## config.mk

```make
export PLATFORM = sky130hd
export DESIGN_NAME = mfc_device_flat
export DESIGN_NICKNAME = d
export VERILOG_FILES = /design/src/design/mfc_pkg.sv /design/src/design/mfc_link_if.sv /design/src/design/mfc_device.sv /design/src/flat_wrapper.sv
export SDC_FILE = /design/constraint.sdc
export NUM_CORES = 1
export LEC_CHECK = 0
export CAP_MARGIN = 20
export CORE_MARGIN = 1.5
export CORE_UTILIZATION = 41
export CTS_CLUSTER_DIAMETER = 50
export DETAILED_ROUTE_END_ITERATION = 10
export DONT_BUFFER_PORTS = 1
export GPL_ROUTABILITY_DRIVEN = 1
export PLACE_DENSITY = 0.59
export SLEW_MARGIN = 40
export SYNTH_ARGS = -nofsm -noshare
export SYNTH_HDL_FRONTEND = slang
export SYNTH_SLANG_ARGS = --single-unit
```

## constraint.sdc

```tcl
create_clock -name clk -period 84.6 [get_ports clk]
set_input_delay 8.46 -clock clk [delete_from_list [all_inputs] [get_ports clk]]
set_output_delay 8.46 -clock clk [all_outputs]
set_load 0.01 [all_outputs]
```

## src/design/mfc_pkg.sv

```systemverilog
// shared constants for the modulation and frequency configuration bank
package mfc_pkg;
  // ==========================================================
  // register offsets
  localparam logic [7:0] ADDR_MOD_CTRL = 8'h71;
  localparam logic [7:0] ADDR_DEV = 8'h72;
  localparam logic [7:0] ADDR_OFS_LO = 8'h73;
  localparam logic [7:0] ADDR_OFS_HI = 8'h74;
  localparam logic [7:0] ADDR_BAND = 8'h75;
  localparam logic [7:0] ADDR_FRAC_HI = 8'h76;
  localparam logic [7:0] ADDR_FRAC_LO = 8'h77;
  localparam logic [7:0] ADDR_HOP_CH = 8'h79;
  localparam logic [7:0] ADDR_HOP_STEP = 8'h7A;
  // ==========================================================
  // reset values
  localparam logic [7:0] RST_MOD_CTRL = 8'h00;
  localparam logic [7:0] RST_DEV = 8'h20;
  localparam logic [7:0] RST_OFS = 8'h00;
  localparam logic [6:0] RST_BAND = 7'h75;
  localparam logic [7:0] RST_FRAC_HI = 8'hBB;
  localparam logic [7:0] RST_FRAC_LO = 8'h80;
  localparam logic [7:0] RST_HOP = 8'h00;
  localparam logic [8:0] PN_SEED = 9'h1FF;
  // ==========================================================
  // field positions
  localparam int ROUTE_HI = 7;
  localparam int ROUTE_LO = 6;
  localparam int SRC_HI = 5;
  localparam int SRC_LO = 4;
  localparam int INV_BIT = 3;
  localparam int DEV_MSB_BIT = 2;
  localparam int KIND_HI = 1;
  localparam int KIND_LO = 0;
  localparam int SIDE_BIT = 6;
  localparam int HBAND_BIT = 5;
  localparam int FB_HI = 4;
  localparam int PN_TAP = 5;
  // ==========================================================
  // encodings
  typedef enum logic [1:0] {
    ROUTE_NONE = 2'b00,
    ROUTE_GPIO = 2'b01,
    ROUTE_SDO = 2'b10,
    ROUTE_IRQ = 2'b11
  } mfc_route_e;
  typedef enum logic [1:0] {
    SRC_GPIO = 2'b00,
    SRC_SDI = 2'b01,
    SRC_FIFO = 2'b10,
    SRC_PN9 = 2'b11
  } mfc_src_e;
  typedef enum logic [1:0] {
    KIND_CW = 2'b00,
    KIND_OOK = 2'b01,
    KIND_FSK = 2'b10,
    KIND_GFSK = 2'b11
  } mfc_kind_e;
  // ==========================================================
  // frequency arithmetic
  localparam int DEV_STEP_HZ = 625;
  localparam int BAND_BASE_IDX = 24;
  localparam int BAND_STEP_MHZ = 10;
  localparam int LOW_BASE_MHZ = 240;
  localparam int CAR_SCALE_KHZ = 10000;
  localparam int CAR_FRAC_DEN = 64000;
  localparam int HOP_UNIT_KHZ = 10;
endpackage : mfc_pkg

```

## src/design/mfc_link_if.sv

```systemverilog
// register port and direct data pins between controller and radio
`timescale 1ns/1ps
`default_nettype none
interface mfc_link_if;
  logic [7:0] regAddr;
  logic [7:0] regWdata;
  logic regWr;
  logic regRd;
  logic [7:0] regRdata;
  logic selPin;
  logic sdiData;
  modport dev (
    input regAddr,
    input regWdata,
    input regWr,
    input regRd,
    output regRdata,
    input selPin,
    input sdiData
  );
  modport host (
    output regAddr,
    output regWdata,
    output regWr,
    output regRd,
    input regRdata,
    output selPin,
    output sdiData
  );
endinterface : mfc_link_if
`default_nettype wire

```

## src/design/mfc_device.sv

```systemverilog
// radio end: modulation and frequency configuration register bank
//
// The plain strobed port was left to the implementer.
`timescale 1ns/1ps
`default_nettype none
module mfc_device (
  input wire logic clk,
  input wire logic rstn,
  mfc_link_if.dev link,
  input wire logic bitTick,
  input wire logic gpioDataIn,
  input wire logic fifoDataIn,
  input wire logic rxDataRaw,
  input wire logic afcValid,
  input wire logic [9:0] afcResult,
  output logic txData,
  output logic rxData,
  output logic dataClkGpio,
  output logic dataClkSdo,
  output logic dataClkIrq,
  output logic [1:0] modulationKind,
  output logic [1:0] dataSource,
  output logic highBand,
  output logic sideBand,
  output logic [18:0] deviationHz,
  output logic signed [10:0] offsetUnits,
  output logic [10:0] bandStartMhz,
  output logic [21:0] carrierKhz
);
  // ==========================================================
  // state
  typedef struct packed {
    logic [7:0] modCtrl;
    logic [7:0] devLow;
    logic [7:0] ofsLow;
    logic [1:0] ofsHigh;
    logic [6:0] band;
    logic [7:0] fracHigh;
    logic [7:0] fracLow;
    logic [7:0] hopCh;
    logic [7:0] hopStep;
    logic [9:0] afc;
    logic [7:0] rdata;
    logic [8:0] pn;
    logic clkTgl;
    logic txData;
    logic rxData;
    logic clkGpio;
    logic clkSdo;
    logic clkIrq;
    logic [18:0] devHz;
    logic signed [10:0] ofsUnits;
    logic [10:0] bandMhz;
    logic [21:0] carKhz;
  } mfc_dev_s;

  mfc_dev_s q_ff;
  mfc_dev_s nxt_q;

  // ==========================================================
  // helpers
  // nominal carrier in kHz, truncated toward zero on the fraction
  function automatic logic [21:0] carrier_khz(input logic [4:0] fb, input logic hb,
      input logic [15:0] fc, input logic [9:0] fo, input logic [7:0] ch, input logic [7:0] st);
    int frac;
    int base;
    int total;
    frac = ((int'(fc) + int'($signed(fo))) * mfc_pkg::CAR_SCALE_KHZ) / mfc_pkg::CAR_FRAC_DEN;
    base = (int'(fb) + mfc_pkg::BAND_BASE_IDX) * mfc_pkg::CAR_SCALE_KHZ + frac;
    total = base * (int'(hb) + 1) + int'(ch) * int'(st) * mfc_pkg::HOP_UNIT_KHZ;
    return total[21:0];
  endfunction : carrier_khz

  wire logic [1:0] route = q_ff.modCtrl[mfc_pkg::ROUTE_HI:mfc_pkg::ROUTE_LO];
  wire logic [1:0] source = q_ff.modCtrl[mfc_pkg::SRC_HI:mfc_pkg::SRC_LO];
  wire logic invert = q_ff.modCtrl[mfc_pkg::INV_BIT];
  wire logic hb = q_ff.band[mfc_pkg::HBAND_BIT];
  wire logic [4:0] fb = q_ff.band[mfc_pkg::FB_HI:0];
  wire logic [9:0] foWritten = {q_ff.ofsHigh, q_ff.ofsLow};

  // ==========================================================
  // next state
  always_comb begin
    logic srcBit;
    srcBit = 1'b0;
    nxt_q = q_ff;
    // register writes; reserved bits are dropped so they read as zero
    if (link.regWr) begin
      unique case (link.regAddr)
        mfc_pkg::ADDR_MOD_CTRL: nxt_q.modCtrl = link.regWdata;
        mfc_pkg::ADDR_DEV: nxt_q.devLow = link.regWdata;
        mfc_pkg::ADDR_OFS_LO: nxt_q.ofsLow = link.regWdata;
        mfc_pkg::ADDR_OFS_HI: nxt_q.ofsHigh = link.regWdata[1:0];
        mfc_pkg::ADDR_BAND: nxt_q.band = link.regWdata[6:0];
        mfc_pkg::ADDR_FRAC_HI: nxt_q.fracHigh = link.regWdata;
        mfc_pkg::ADDR_FRAC_LO: nxt_q.fracLow = link.regWdata;
        mfc_pkg::ADDR_HOP_CH: nxt_q.hopCh = link.regWdata;
        mfc_pkg::ADDR_HOP_STEP: nxt_q.hopStep = link.regWdata;
        default: nxt_q.hopCh = q_ff.hopCh; // unmapped writes are ignored
      endcase
    end
    // correction result from the demodulator
    if (afcValid) begin
      nxt_q.afc = afcResult;
    end
    // read data valid in the cycle after the strobe, zero elsewhere
    nxt_q.rdata = 8'h00;
    if (link.regRd) begin
      unique case (link.regAddr)
        mfc_pkg::ADDR_MOD_CTRL: nxt_q.rdata = q_ff.modCtrl;
        mfc_pkg::ADDR_DEV: nxt_q.rdata = q_ff.devLow;
        mfc_pkg::ADDR_OFS_LO: nxt_q.rdata = q_ff.afc[7:0];
        mfc_pkg::ADDR_OFS_HI: nxt_q.rdata = {6'h00, q_ff.afc[9:8]};
        mfc_pkg::ADDR_BAND: nxt_q.rdata = {1'b0, q_ff.band};
        mfc_pkg::ADDR_FRAC_HI: nxt_q.rdata = q_ff.fracHigh;
        mfc_pkg::ADDR_FRAC_LO: nxt_q.rdata = q_ff.fracLow;
        mfc_pkg::ADDR_HOP_CH: nxt_q.rdata = q_ff.hopCh;
        mfc_pkg::ADDR_HOP_STEP: nxt_q.rdata = q_ff.hopStep;
        default: nxt_q.rdata = 8'h00;
      endcase
    end
    // data clock: one toggle per bit, routed to a single pin
    if (bitTick) begin
      nxt_q.clkTgl = ~q_ff.clkTgl;
    end
    nxt_q.clkGpio = (route == mfc_pkg::ROUTE_GPIO) && q_ff.clkTgl;
    nxt_q.clkSdo = (route == mfc_pkg::ROUTE_SDO) && q_ff.clkTgl;
    nxt_q.clkIrq = (route == mfc_pkg::ROUTE_IRQ) && q_ff.clkTgl;
    // pseudo-random sequence advances only while selected
    if (bitTick && source == mfc_pkg::SRC_PN9) begin
      nxt_q.pn = {q_ff.pn[0] ^ q_ff.pn[mfc_pkg::PN_TAP], q_ff.pn[8:1]};
    end
    // source select; SDI holds the last bit while the select pin is low
    unique case (source)
      mfc_pkg::SRC_GPIO: srcBit = gpioDataIn;
      mfc_pkg::SRC_SDI: srcBit = link.selPin ? link.sdiData : (q_ff.txData ^ invert);
      mfc_pkg::SRC_FIFO: srcBit = fifoDataIn;
      mfc_pkg::SRC_PN9: srcBit = q_ff.pn[0];
    endcase
    nxt_q.txData = srcBit ^ invert;
    nxt_q.rxData = rxDataRaw ^ invert;
    // derived frequency figures, all registered
    nxt_q.devHz = 19'(int'({q_ff.modCtrl[mfc_pkg::DEV_MSB_BIT], q_ff.devLow})
      * mfc_pkg::DEV_STEP_HZ);
    nxt_q.ofsUnits = hb ? {$signed(foWritten), 1'b0} : 11'($signed(foWritten));
    nxt_q.bandMhz = 11'((mfc_pkg::LOW_BASE_MHZ + int'(fb) * mfc_pkg::BAND_STEP_MHZ)
      * (int'(hb) + 1));
    nxt_q.carKhz = carrier_khz(fb, hb, {q_ff.fracHigh, q_ff.fracLow}, foWritten,
      q_ff.hopCh, q_ff.hopStep);
  end

  // ==========================================================
  // registers with printed reset values
  always_ff @(posedge clk or negedge rstn) begin
    if (!rstn) begin
      q_ff <= '0;
      q_ff.modCtrl <= mfc_pkg::RST_MOD_CTRL;
      q_ff.devLow <= mfc_pkg::RST_DEV;
      q_ff.ofsLow <= mfc_pkg::RST_OFS;
      q_ff.band <= mfc_pkg::RST_BAND;
      q_ff.fracHigh <= mfc_pkg::RST_FRAC_HI;
      q_ff.fracLow <= mfc_pkg::RST_FRAC_LO;
      q_ff.hopCh <= mfc_pkg::RST_HOP;
      q_ff.hopStep <= mfc_pkg::RST_HOP;
      q_ff.pn <= mfc_pkg::PN_SEED;
    end else begin
      q_ff <= nxt_q;
    end
  end

  // ==========================================================
  // outputs
  assign link.regRdata = q_ff.rdata;
  assign txData = q_ff.txData;
  assign rxData = q_ff.rxData;
  assign dataClkGpio = q_ff.clkGpio;
  assign dataClkSdo = q_ff.clkSdo;
  assign dataClkIrq = q_ff.clkIrq;
  assign modulationKind = q_ff.modCtrl[mfc_pkg::KIND_HI:mfc_pkg::KIND_LO];
  assign dataSource = q_ff.modCtrl[mfc_pkg::SRC_HI:mfc_pkg::SRC_LO];
  assign highBand = q_ff.band[mfc_pkg::HBAND_BIT];
  assign sideBand = q_ff.band[mfc_pkg::SIDE_BIT];
  assign deviationHz = q_ff.devHz;
  assign offsetUnits = q_ff.ofsUnits;
  assign bandStartMhz = q_ff.bandMhz;
  assign carrierKhz = q_ff.carKhz;
endmodule : mfc_device
`default_nettype wire

```

## src/flat_wrapper.sv

```systemverilog
// flat-port wrapper written by rule: the top's interface ports become plain ports
module mfc_device_flat 
  (clk, rstn, bitTick, gpioDataIn, fifoDataIn, rxDataRaw, afcValid, afcResult, txData, rxData, dataClkGpio, dataClkSdo, dataClkIrq, modulationKind, dataSource, highBand, sideBand, deviationHz, offsetUnits, bandStartMhz, carrierKhz, link_regAddr, link_regWdata, link_regWr, link_regRd, link_regRdata, link_selPin, link_sdiData);
  mfc_link_if link_i ();
  input wire logic clk;
  input wire logic rstn;
  input wire logic bitTick;
  input wire logic gpioDataIn;
  input wire logic fifoDataIn;
  input wire logic rxDataRaw;
  input wire logic afcValid;
  input wire logic [9:0] afcResult;
  output logic txData;
  output logic rxData;
  output logic dataClkGpio;
  output logic dataClkSdo;
  output logic dataClkIrq;
  output logic [1:0] modulationKind;
  output logic [1:0] dataSource;
  output logic highBand;
  output logic sideBand;
  output logic [18:0] deviationHz;
  output logic signed [10:0] offsetUnits;
  output logic [10:0] bandStartMhz;
  output logic [21:0] carrierKhz;
  input wire logic [$bits(link_i.regAddr)-1:0] link_regAddr;
  input wire logic [$bits(link_i.regWdata)-1:0] link_regWdata;
  input wire logic [$bits(link_i.regWr)-1:0] link_regWr;
  input wire logic [$bits(link_i.regRd)-1:0] link_regRd;
  output wire logic [$bits(link_i.regRdata)-1:0] link_regRdata;
  input wire logic [$bits(link_i.selPin)-1:0] link_selPin;
  input wire logic [$bits(link_i.sdiData)-1:0] link_sdiData;
  assign link_i.regAddr = link_regAddr;
  assign link_i.regWdata = link_regWdata;
  assign link_i.regWr = link_regWr;
  assign link_i.regRd = link_regRd;
  assign link_regRdata = link_i.regRdata;
  assign link_i.selPin = link_selPin;
  assign link_i.sdiData = link_sdiData;
  mfc_device u_core (.clk(clk), .rstn(rstn), .link(link_i), .bitTick(bitTick), .gpioDataIn(gpioDataIn), .fifoDataIn(fifoDataIn), .rxDataRaw(rxDataRaw), .afcValid(afcValid), .afcResult(afcResult), .txData(txData), .rxData(rxData), .dataClkGpio(dataClkGpio), .dataClkSdo(dataClkSdo), .dataClkIrq(dataClkIrq), .modulationKind(modulationKind), .dataSource(dataSource), .highBand(highBand), .sideBand(sideBand), .deviationHz(deviationHz), .offsetUnits(offsetUnits), .bandStartMhz(bandStartMhz), .carrierKhz(carrierKhz));
endmodule
```

Word-level counts from Yosys, hierarchy flattened
Cells that the tools add are included.
W data, S select, Z words.
{"block": "word_totals", "ff_bits": 161, "input_bits": 37, "output_inout_bits": 82, "wordCells": 76}
{"block": "op_classes", "add_sub_neg": 6, "n_mul": 8, "div_mod_pow": 1, "eq_ne": 15, "n_mux": 5, "bitwise_logic": 5, "reduce_logical": 14}
{"op": "$eq A8 B7 Y1 const B", "n": 9}
{"op": "$pmux W8 S9", "n": 1}
{"op": "$mul A32 B11 Y28 const B", "n": 2}
{"op": "$add A32 B32 Y32", "n": 1}
{"op": "$add A9 B32 Y32 const A", "n": 1}
{"op": "$div A32 B17 Y32 const B", "n": 1}
{"op": "$mul A32 B32 Y11", "n": 1}
{"op": "$mul A32 B32 Y22", "n": 1}
{"op": "$mul A32 B4 Y21 const B", "n": 1}
{"op": "$add A22 B22 Y22", "n": 1}
{"op": "$mul A9 B10 Y19 const B", "n": 1}
{"op": "$add A17 B10 Y18", "n": 1}
{"op": "$reduce_and A2 Y1", "n": 9}
{"op": "$mul A8 B8 Y16", "n": 1}
{"op": "$mux W10", "n": 1}
{"op": "$eq A2 B2 Y1 const B", "n": 4}
{"op": "$mul A5 B3 Y8 const B", "n": 1}
{"op": "$mux W8", "n": 1}
{"op": "$add A5 B5 Y6 const B", "n": 1}
{"op": "$eq A2 B1 Y1 const B", "n": 2}
{"op": "$logic_and A1 B1 Y1", "n": 4}
{"op": "$pmux W1 S4", "n": 1}
{"op": "$xor A1 B1 Y1", "n": 4}
{"op": "$add A1 B1 Y2 const B", "n": 1}
{"op": "3 further kinds", "n": 3}

Longest topological paths before layout
Gate-level depths: netlist of run 1.
{"block": "logic_depth", "ltp_word": 6, "depth_mapped": 132, "mapped_depth_nobuf": 115}

Worst setup path after synthesis of run 1
OpenSTA, ideal clock, no wires.
{"block": "synth_timing", "path_kind": "register to register", "from": "register u_core.q_ff (netlist bit u_core.foWritten[0])", "to": "register u_core.q_ff (netlist bit u_core.carrierKhz[21])", "setup_ns": 0.124, "arrival_ns": 27.124, "t_required_ns": 84.476, "slack_ns": 57.351, "stages_incl_launch_ff": 121, "path_buffers": 8, "synth_period_minus_slack_ns": 27.249, "path_cell_list": "dfrtp_1 > ha_1 > fa_1 > a21oi_1 > nor2b_1 > nor2_1 > o21bai_1 > a21oi_1 > o21bai_1 > a21oi_1 > o21bai_1 > a21oi_1 > o21ai_0 > a21oi_1 > o21ai_0 > a21oi_1 > inv_1 > a21oi_1 > [... 85 more ...] > nor2b_1 > o21a_1 > o21ai_0 > nand2b_1 > a21oi_1 > xnor2_1 > nand2_1 > o21ai_0 > fa_1 > ha_1 > inv_1 > o21bai_1 > a21oi_1 > o21bai_1 > a21oi_1 > o21bai_1 > a21oi_1 > xnor2_1"}
{"element": "start: declaration", "line_no": "mfc_device.sv:57", "text": "mfc_dev_s q_ff;"}
{"element": "start signal: assignment", "line_no": "mfc_device.sv:167", "text": "q_ff <= nxt_q;"}

==> results of run 1 <==
## area by class of cell
class                           count  area [sq um]  share of cell area [%]
Clock buffer                       17           425                    1.37
Clock inverter                     15           228                   0.735
Inverter                          294          1100                    3.56
Multi-Input combinational cell   2924         23800                    76.9
Sequential cell                   160          4030                    13.0
Tap cell                          950          1190                    3.83
Timing Repair Buffer               25           185                   0.597
## sequential cells by signal (all words and copies together) (netlist names)
| register | count |
|---|---|
| u_core.rxData | 1 |
| u_core.bandStartMhz | 10 |
| u_core.link.regRdata | 8 |
| u_core.offsetUnits | 11 |
| u_core.fb | 5 |
| u_core.dataClkIrq | 1 |
| u_core.foWritten | 10 |
| u_core.txData | 1 |
| u_core.deviationHz | 19 |
| u_core.dataClkSdo | 1 |
| u_core.dataClkGpio | 1 |
| u_core.carrierKhz | 22 |
| u_core.modulationKind | 2 |
| u_core.sideBand | 1 |
| u_core.invert | 1 |
| u_core.dataSource | 2 |
| u_core.highBand | 1 |
| u_core.q_ff | 63 |
## worst paths after layout
| check | start | to | slack (ns) | depth (start not counted) |
|---|---|---|---|---|
| worst max-delay path | u_core.foWritten[0]$_DFFE_PN0P_ | u_core.carrierKhz[21]$_DFF_PN0_ | 51.84 | 114 |
| worst min-delay path | u_core.q_ff[77]$_DFFE_PN1P_ | u_core.q_ff[77]$_DFFE_PN1P_ | 0.49 | 2 |
| worst max register to register | u_core.foWritten[0]$_DFFE_PN0P_ | u_core.carrierKhz[21]$_DFF_PN0_ | 51.84 | 114 |
| worst min register to register | u_core.q_ff[77]$_DFFE_PN1P_ | u_core.q_ff[77]$_DFFE_PN1P_ | 0.49 | 2 |
| max in group asynchronous | rstn | u_core.highBand$_DFFE_PN1P_ | 76.57 | 0 |
| min in group asynchronous | rstn | u_core.deviationHz[12]$_DFF_PN0_ | 7.71 | 0 |
## per-stage QoR
step           instance area [sq um]  utilization [%]  setup slack, ns
2_1_floorplan                  29900                -            57.35
3_3_place_gp                   30200             42.1            51.75
3_5_place_dp                   30300             42.2            51.66
4_1_cts                        30900             43.1            51.54
5_1_grt                        31000             43.2            49.37
6_report                       31000             43.2            51.84
## cell usage after synthesis, drive strengths merged (79+ instances only)
library cell / n
clkbuf: 79
mux2: 107
o21ai: 158
xnor2: 221
buf: 115
nand2: 251
nor2: 225
a21oi: 212
dfrtp: 138
nor3: 89
ha: 319
nand3: 80
xor2: 89
inv: 294
fa: 117
## per-layer routing
layer  vias to the layer above  global-route usage (%)
met1                     12700                    30.3
li1                      12600                       -
met4                         0                    4.80
met5                         -                       0
met3                       109                    2.55
met2                       743                    40.1
## critical path: cells and delay by family (launching register included)
kind | cells | cell delay, ns
multiplexers | 3 | 1.25
flip-flops | 1 | 0.41
XOR/XNOR | 8 | 2.59
AO/OA/AOI/OAI | 61 | 16.15
buffers and inverters | 5 | 0.61
adder cells (fa/ha/maj) | 13 | 5.05
AND/OR/NAND/NOR | 24 | 6.59
## kinds of logic after synthesis
kind of cell | share of synthesized area [%]
multiplexers | 5.79
XOR/XNOR | 9.27
AO/OA/AOI/OAI | 24.5
buffers and inverters | 7.37
other | 0.0251
adder cells (fa/ha/maj) | 21.2
flip-flops | 13.5
AND/OR/NAND/NOR | 18.3
==> metrics.md, run 1 <==
| Metric | Value |
|---|---|
| Status | `finished clean` |
| CTS sink count | `160` |
| Fraction of synthesis flops using an asynchronous set or reset pin | `100%` |
| Element type at the critical path end | `flop` |
| Die H | `273 um` |
| Vias in the first global route | `25500` |
| Crit-path slowest cell | `sky130_fd_sc_hd__or4_1` |
| Register clock-pin slew on the reported worst setup and hold paths | `0.08 ns` |
| Classification of the worst setup path | `reg2reg` |
| Portion of the clock cycle consumed by the worst path in the final layout | `38.7%` |
| Library cell occupying the most area in the post-synthesis netlist | `sky130_fd_sc_hd__ha_1` |
| Number of synthesized flops with an enable pin | `0` |
| Drt first-iter violations | `2238` |
| H-tree levels | `4` |
| I/O pins | `119` |
| Gate count after technology mapping | `3562` |
| Area of the mapped netlist | `29900 sq um` |
| Number of buffer cells added on primary ports | `0` |
| Routed met3 length | `3.91 mm` |
| Top cells by area in the synthesized netlist | `sky130_fd_sc_hd__ha_1 (13%), sky130_fd_sc_hd__dfrtp_1 (12%), sky130_fd_sc_hd__fa_1 (7.8%)` |
| Share of post-route cells with drive strength above 1 | `10.3%` |
| Insertion delay to the later sink of the worst-skew pair | `0.45 ns` |
| # Post-CTS Setup Buffers | `0` |
| Kind of launch point of the worst setup path | `flop` |
| Cell at the root of the clock tree | `sky130_fd_sc_hd__clkbuf_16` |
| Clock tree skew after final layout | `0.0185 ns` |
| Endpoint arrival time on the critical path | `33.13 ns` |
| Placement row count | `98` |
| Synth Warn # | `0` |
| Antenna fix cells | `0` |
| TritonCTS clock tree | `built` |
| Number of instances resized during post-cts repair | `0` |
| Average size of a mapped cell | `8.38 sq um` |
| Number of nets in the final layout | `3895` |
| Placed wire-length estimate | `70.1 mm` |
| Fillers | `7214` |
| TritonCTS Buffers | `17` |
| Count of antenna-violating nets left after detailed routing | `0` |
| CP required | `84.97 ns` |
| Die Area | `74500 sq um` |
| Distinct cells, synth | `144` |
| Cell Count Post-Placement | `4353` |
| Average via count per standard cell | `5.97` |
| First-pass GRT wire length | `140 mm` |
| Worst relative slew slack | `40.0%` |
| Max Clock Freq | `30.5 MHz` |
| Met1 Wirelength | `39.4 mm` |
| Initial Utilization | `41.6%` |
| DIE WIDTH | `273 um` |
| Shortest period the worst path allows | `32.76 ns` |
| DRC Markers | `0` |
| Path class of the lowest-slack min-delay path | `reg2reg` |
| Hold-fix buffers at CTS | `0` |
| Largest stage delay on the critical path | `0.76 ns` |
| Number of antenna violations at the first check in global routing | `1` |
| Transition time at the pin with the least slew margin | `0.877 ns` |
| Via count | `26200` |
| Area growth from synthesis to layout | `3.80%` |
| Highest-count cells in the layout ignoring fill and taps | `sky130_fd_sc_hd__ha_1 (319), sky130_fd_sc_hd__inv_1 (292), sky130_fd_sc_hd__nand2_1 (249)` |
| Ys flop type | `sky130_fd_sc_hd__dfrtp_1` |
| Setup violations, final | `0` |
| Met2 routed WL | `41.9 mm` |
| Number of standard cells in the layout, taps in and fillers out | `4385` |
| Hold Fails Final Rpt | `0` |
| Sequential cell area fraction in the yosys report | `13.5%` |
| Core footprint | `71700 sq um` |
| Largest net degree at the start of global routing | `161` |
| Setup TNS | `0 ns` |
| Clock buffer depth | `2` |
| Global placement routability congestion | `0.949` |
| Cell repeated most along the worst path | `sky130_fd_sc_hd__a21oi_1` |
| Hold Slack | `0.494 ns` |
| Synthesized flop and latch total | `160` |
| Area share of the largest cell type after synthesis | `13.4%` |
| Count of TritonRoute iterations in the first routing pass | `6` |
| Top sig layer | `met4` |
| Final Max Slew Viols | `0` |
| Number of max-cap violations | `0` |
| Total congestion overflow after global routing | `0` |
| Global-route usage over all layers | `22.9%` |
| Most common cell after layout, fill and taps aside | `sky130_fd_sc_hd__ha_1` |
| Unrepaired setup endpoints after global routing | `false` |
| Largest fanout on the critical path | `23` |
| Average routed wire per standard cell | `19.8 um` |
| Final Routed Wirelength | `86.9 mm` |
Power of run 1 is left out: the tool's default activity adds up to more than one toggle a clock period on the data nets, which glitch-free logic cannot reach.
==> inputs of run 2 (changes only) <==
clock period = 31.5 ns   (was 84.6 ns; I/O delays follow)
==> metrics.md, run 2 (synthesis gave the netlist of run 1 again) <==
| Metric | Value |
|---|---|
| Initial Utilization | `41.6%` |
| Area occupied by multi-input gates | `24300 sq um` |
| Max Clock Freq | `33.5 MHz` |
| Average routed wire per standard cell | `19.8 um` |
| R2r endpoint | `u_core.carrierKhz[21]$_DFF_PN0_` |
| CP Buf/Inv Count | `15` |
| Register clock-pin slew on the reported worst setup and hold paths | `0.08 ns` |
| Share of post-route cells with drive strength above 1 | `14.2%` |
| Met1 Wirelength | `40.3 mm` |
| Hold Slack | `0.483 ns` |
| Hold-fix buffers at CTS | `0` |
| Largest fanout on the critical path | `13` |
| Core footprint | `71700 sq um` |
| I/O pins | `119` |
| Cell repeated most along the worst path | `sky130_fd_sc_hd__a21oi_1` |
| Worst relative slew slack | `46.4%` |
| Transition time at the pin with the least slew margin | `0.795 ns` |
| Cell at the root of the clock tree | `sky130_fd_sc_hd__clkbuf_16` |
| Vias in the first global route | `25600` |
| Path class of the lowest-slack min-delay path | `reg2reg` |
| Post-route cell area | `32200 sq um` |
| Met2 routed WL | `42.5 mm` |
| CTS sink count | `160` |
| Crit Reg-Reg Startpoint | `u_core.foWritten[0]$_DFFE_PN0P_` |
| Clock buffer depth | `2` |
| Count of TritonRoute iterations in the first routing pass | `6` |
| End point of the critical path | `u_core.carrierKhz[21]$_DFF_PN0_` |
| Endpoint arrival time on the critical path | `30.23 ns` |
| Standard cell area after detailed placement | `30800 sq um` |
| Final Routed Wirelength | `88.7 mm` |
| Placed wire-length estimate | `72.1 mm` |
| Worst Hold Path Cells | `2` |
| Highest-count cells in the layout ignoring fill and taps | `sky130_fd_sc_hd__ha_1 (319), sky130_fd_sc_hd__inv_1 (293), sky130_fd_sc_hd__nand2_1 (247)` |
| Most common cell after layout, fill and taps aside | `sky130_fd_sc_hd__ha_1` |
| Drt first-iter violations | `2113` |
| Area growth from synthesis to layout | `7.76%` |
| Via count | `26600` |
| Routed met3 length | `3.86 mm` |
| Clock tree skew after final layout | `0.0132 ns` |
| Total number of cells along the worst setup path | `123` |
| H-tree levels | `4` |
| Max FFs per register | `63` |
| Antenna fix cells | `0` |
| TritonCTS clock tree | `built` |
| Number of buffer cells added on primary ports | `0` |
| Element type at the critical path end | `flop` |
| Number of antenna violations at the first check in global routing | `1` |
| Number of nets in the final layout | `3997` |
| Shortest period the worst path allows | `29.85 ns` |
| Crit-path slowest cell | `sky130_fd_sc_hd__or4_4` |
| Die Area | `74500 sq um` |
| Top sig layer | `met4` |
| Number of cells on the worst reg-to-reg path | `123` |
| Largest net degree at the start of global routing | `161` |
| CP required | `31.88 ns` |
| Placement row count | `98` |
| Register with the most flip-flops | `u_core.q_ff` |
| Setup violations, final | `0` |
| Portion of the clock cycle consumed by the worst path in the final layout | `94.8%` |
| TritonCTS Buffers | `17` |
| Global-route usage over all layers | `23.1%` |
| First-pass GRT wire length | `141 mm` |
| Total congestion overflow after global routing | `0` |
| Global placement routability congestion | `0.943` |
| Average via count per standard cell | `5.93` |
| Slack of the worst reg-to-reg path | `1.65 ns` |
| Hold Fails Final Rpt | `0` |
| Classification of the worst setup path | `reg2reg` |
| Source of the critical timing path | `u_core.foWritten[0]$_DFFE_PN0P_` |
| Count of antenna-violating nets left after detailed routing | `0` |
| DRC Markers | `0` |
| Dominant delay contributor by cell family on the critical path | `compound AO/OA/AOI/OAI gates` |
| Fillers | `7103` |
| DIE WIDTH | `273 um` |
| Kind of launch point of the worst setup path | `flop` |
| Number of max-cap violations | `0` |
| Insertion delay to the later sink of the worst-skew pair | `0.45 ns` |
| Largest stage delay on the critical path | `0.60 ns` |
| Register Area | `4030 sq um` |
| Status | `finished clean` |
| Final Max Slew Viols | `0` |
| Die H | `273 um` |
==> run 2: timing repair <==
| item | 4_1_cts | 5_1_grt |
|---|---|---|
| endpoints found under the hold margin | 0 | 0 |
| endpoints found under the setup margin | 0 | 12 |
| buffers inserted | 0 | 30 |
| gates resized for setup | 0 | 81 |
==> run 2: how the worst min path moves through the flow <==
stage / endpoint / slack (ns) / startpoint
after floorplan: u_core.dataClkGpio$_DFF_PN0_ / 0.45 / u_core.q_ff[160]$_DFFE_PN0P_
after global placement: u_core.q_ff[77]$_DFFE_PN1P_ / 0.47 / u_core.q_ff[77]$_DFFE_PN1P_
after detailed placement: u_core.q_ff[77]$_DFFE_PN1P_ / 0.48 / u_core.q_ff[77]$_DFFE_PN1P_
after CTS: u_core.q_ff[77]$_DFFE_PN1P_ / 0.49 / u_core.q_ff[77]$_DFFE_PN1P_
after global routing: u_core.q_ff[77]$_DFFE_PN1P_ / 0.53 / u_core.q_ff[77]$_DFFE_PN1P_
final: u_core.q_ff[77]$_DFFE_PN1P_ / 0.48 / u_core.q_ff[77]$_DFFE_PN1P_
==> run 2: worst register-to-register path: cells and delay by family, from the launching register on <==
| kind | cells | cell delay [ns] |
|---|---|---|
| buffers and inverters | 15 | 2.28 |
| XOR/XNOR | 7 | 1.32 |
| AND/OR/NAND/NOR | 29 | 7.45 |
| adder cells (fa/ha/maj) | 12 | 4.67 |
| AO/OA/AOI/OAI | 57 | 12.74 |
| multiplexers | 3 | 0.92 |
| flip-flops | 1 | 0.42 |
==> run 2: layout make-up <==
class	count	area share, %
repair buffers	126	2.94
clock buffers	17	1.32
inverters	294	3.43
flip-flops and latches	160	12.5
well taps	950	3.69
clock inverters	15	0.708
multi-input cells	2925	75.4
==> run 2: metal layers <==
layer	GRT usage, %	up-vias
li1	-	12800
met1	30.8	12900
met2	39.8	731
met3	2.56	122
met4	5.72	0
met5	0	-
==> run 2: per-stage QoR <==
step | util, % | std cells | worst slack, ns | setup TNS, ns
3_5_place_dp | 42.9 | 4423 | 0.396 | 0
5_1_grt | 44.9 | 4487 | -0.0292 | -0.0292
3_3_place_gp | 42.8 | 4423 | 0.757 | 0
6_report | 44.9 | 4487 | 1.65 | 0
2_1_floorplan | - | 3572 | 4.25 | 0
4_1_cts | 43.8 | 4455 | 0.362 | 0
Power of run 2 is left out for the same reason.
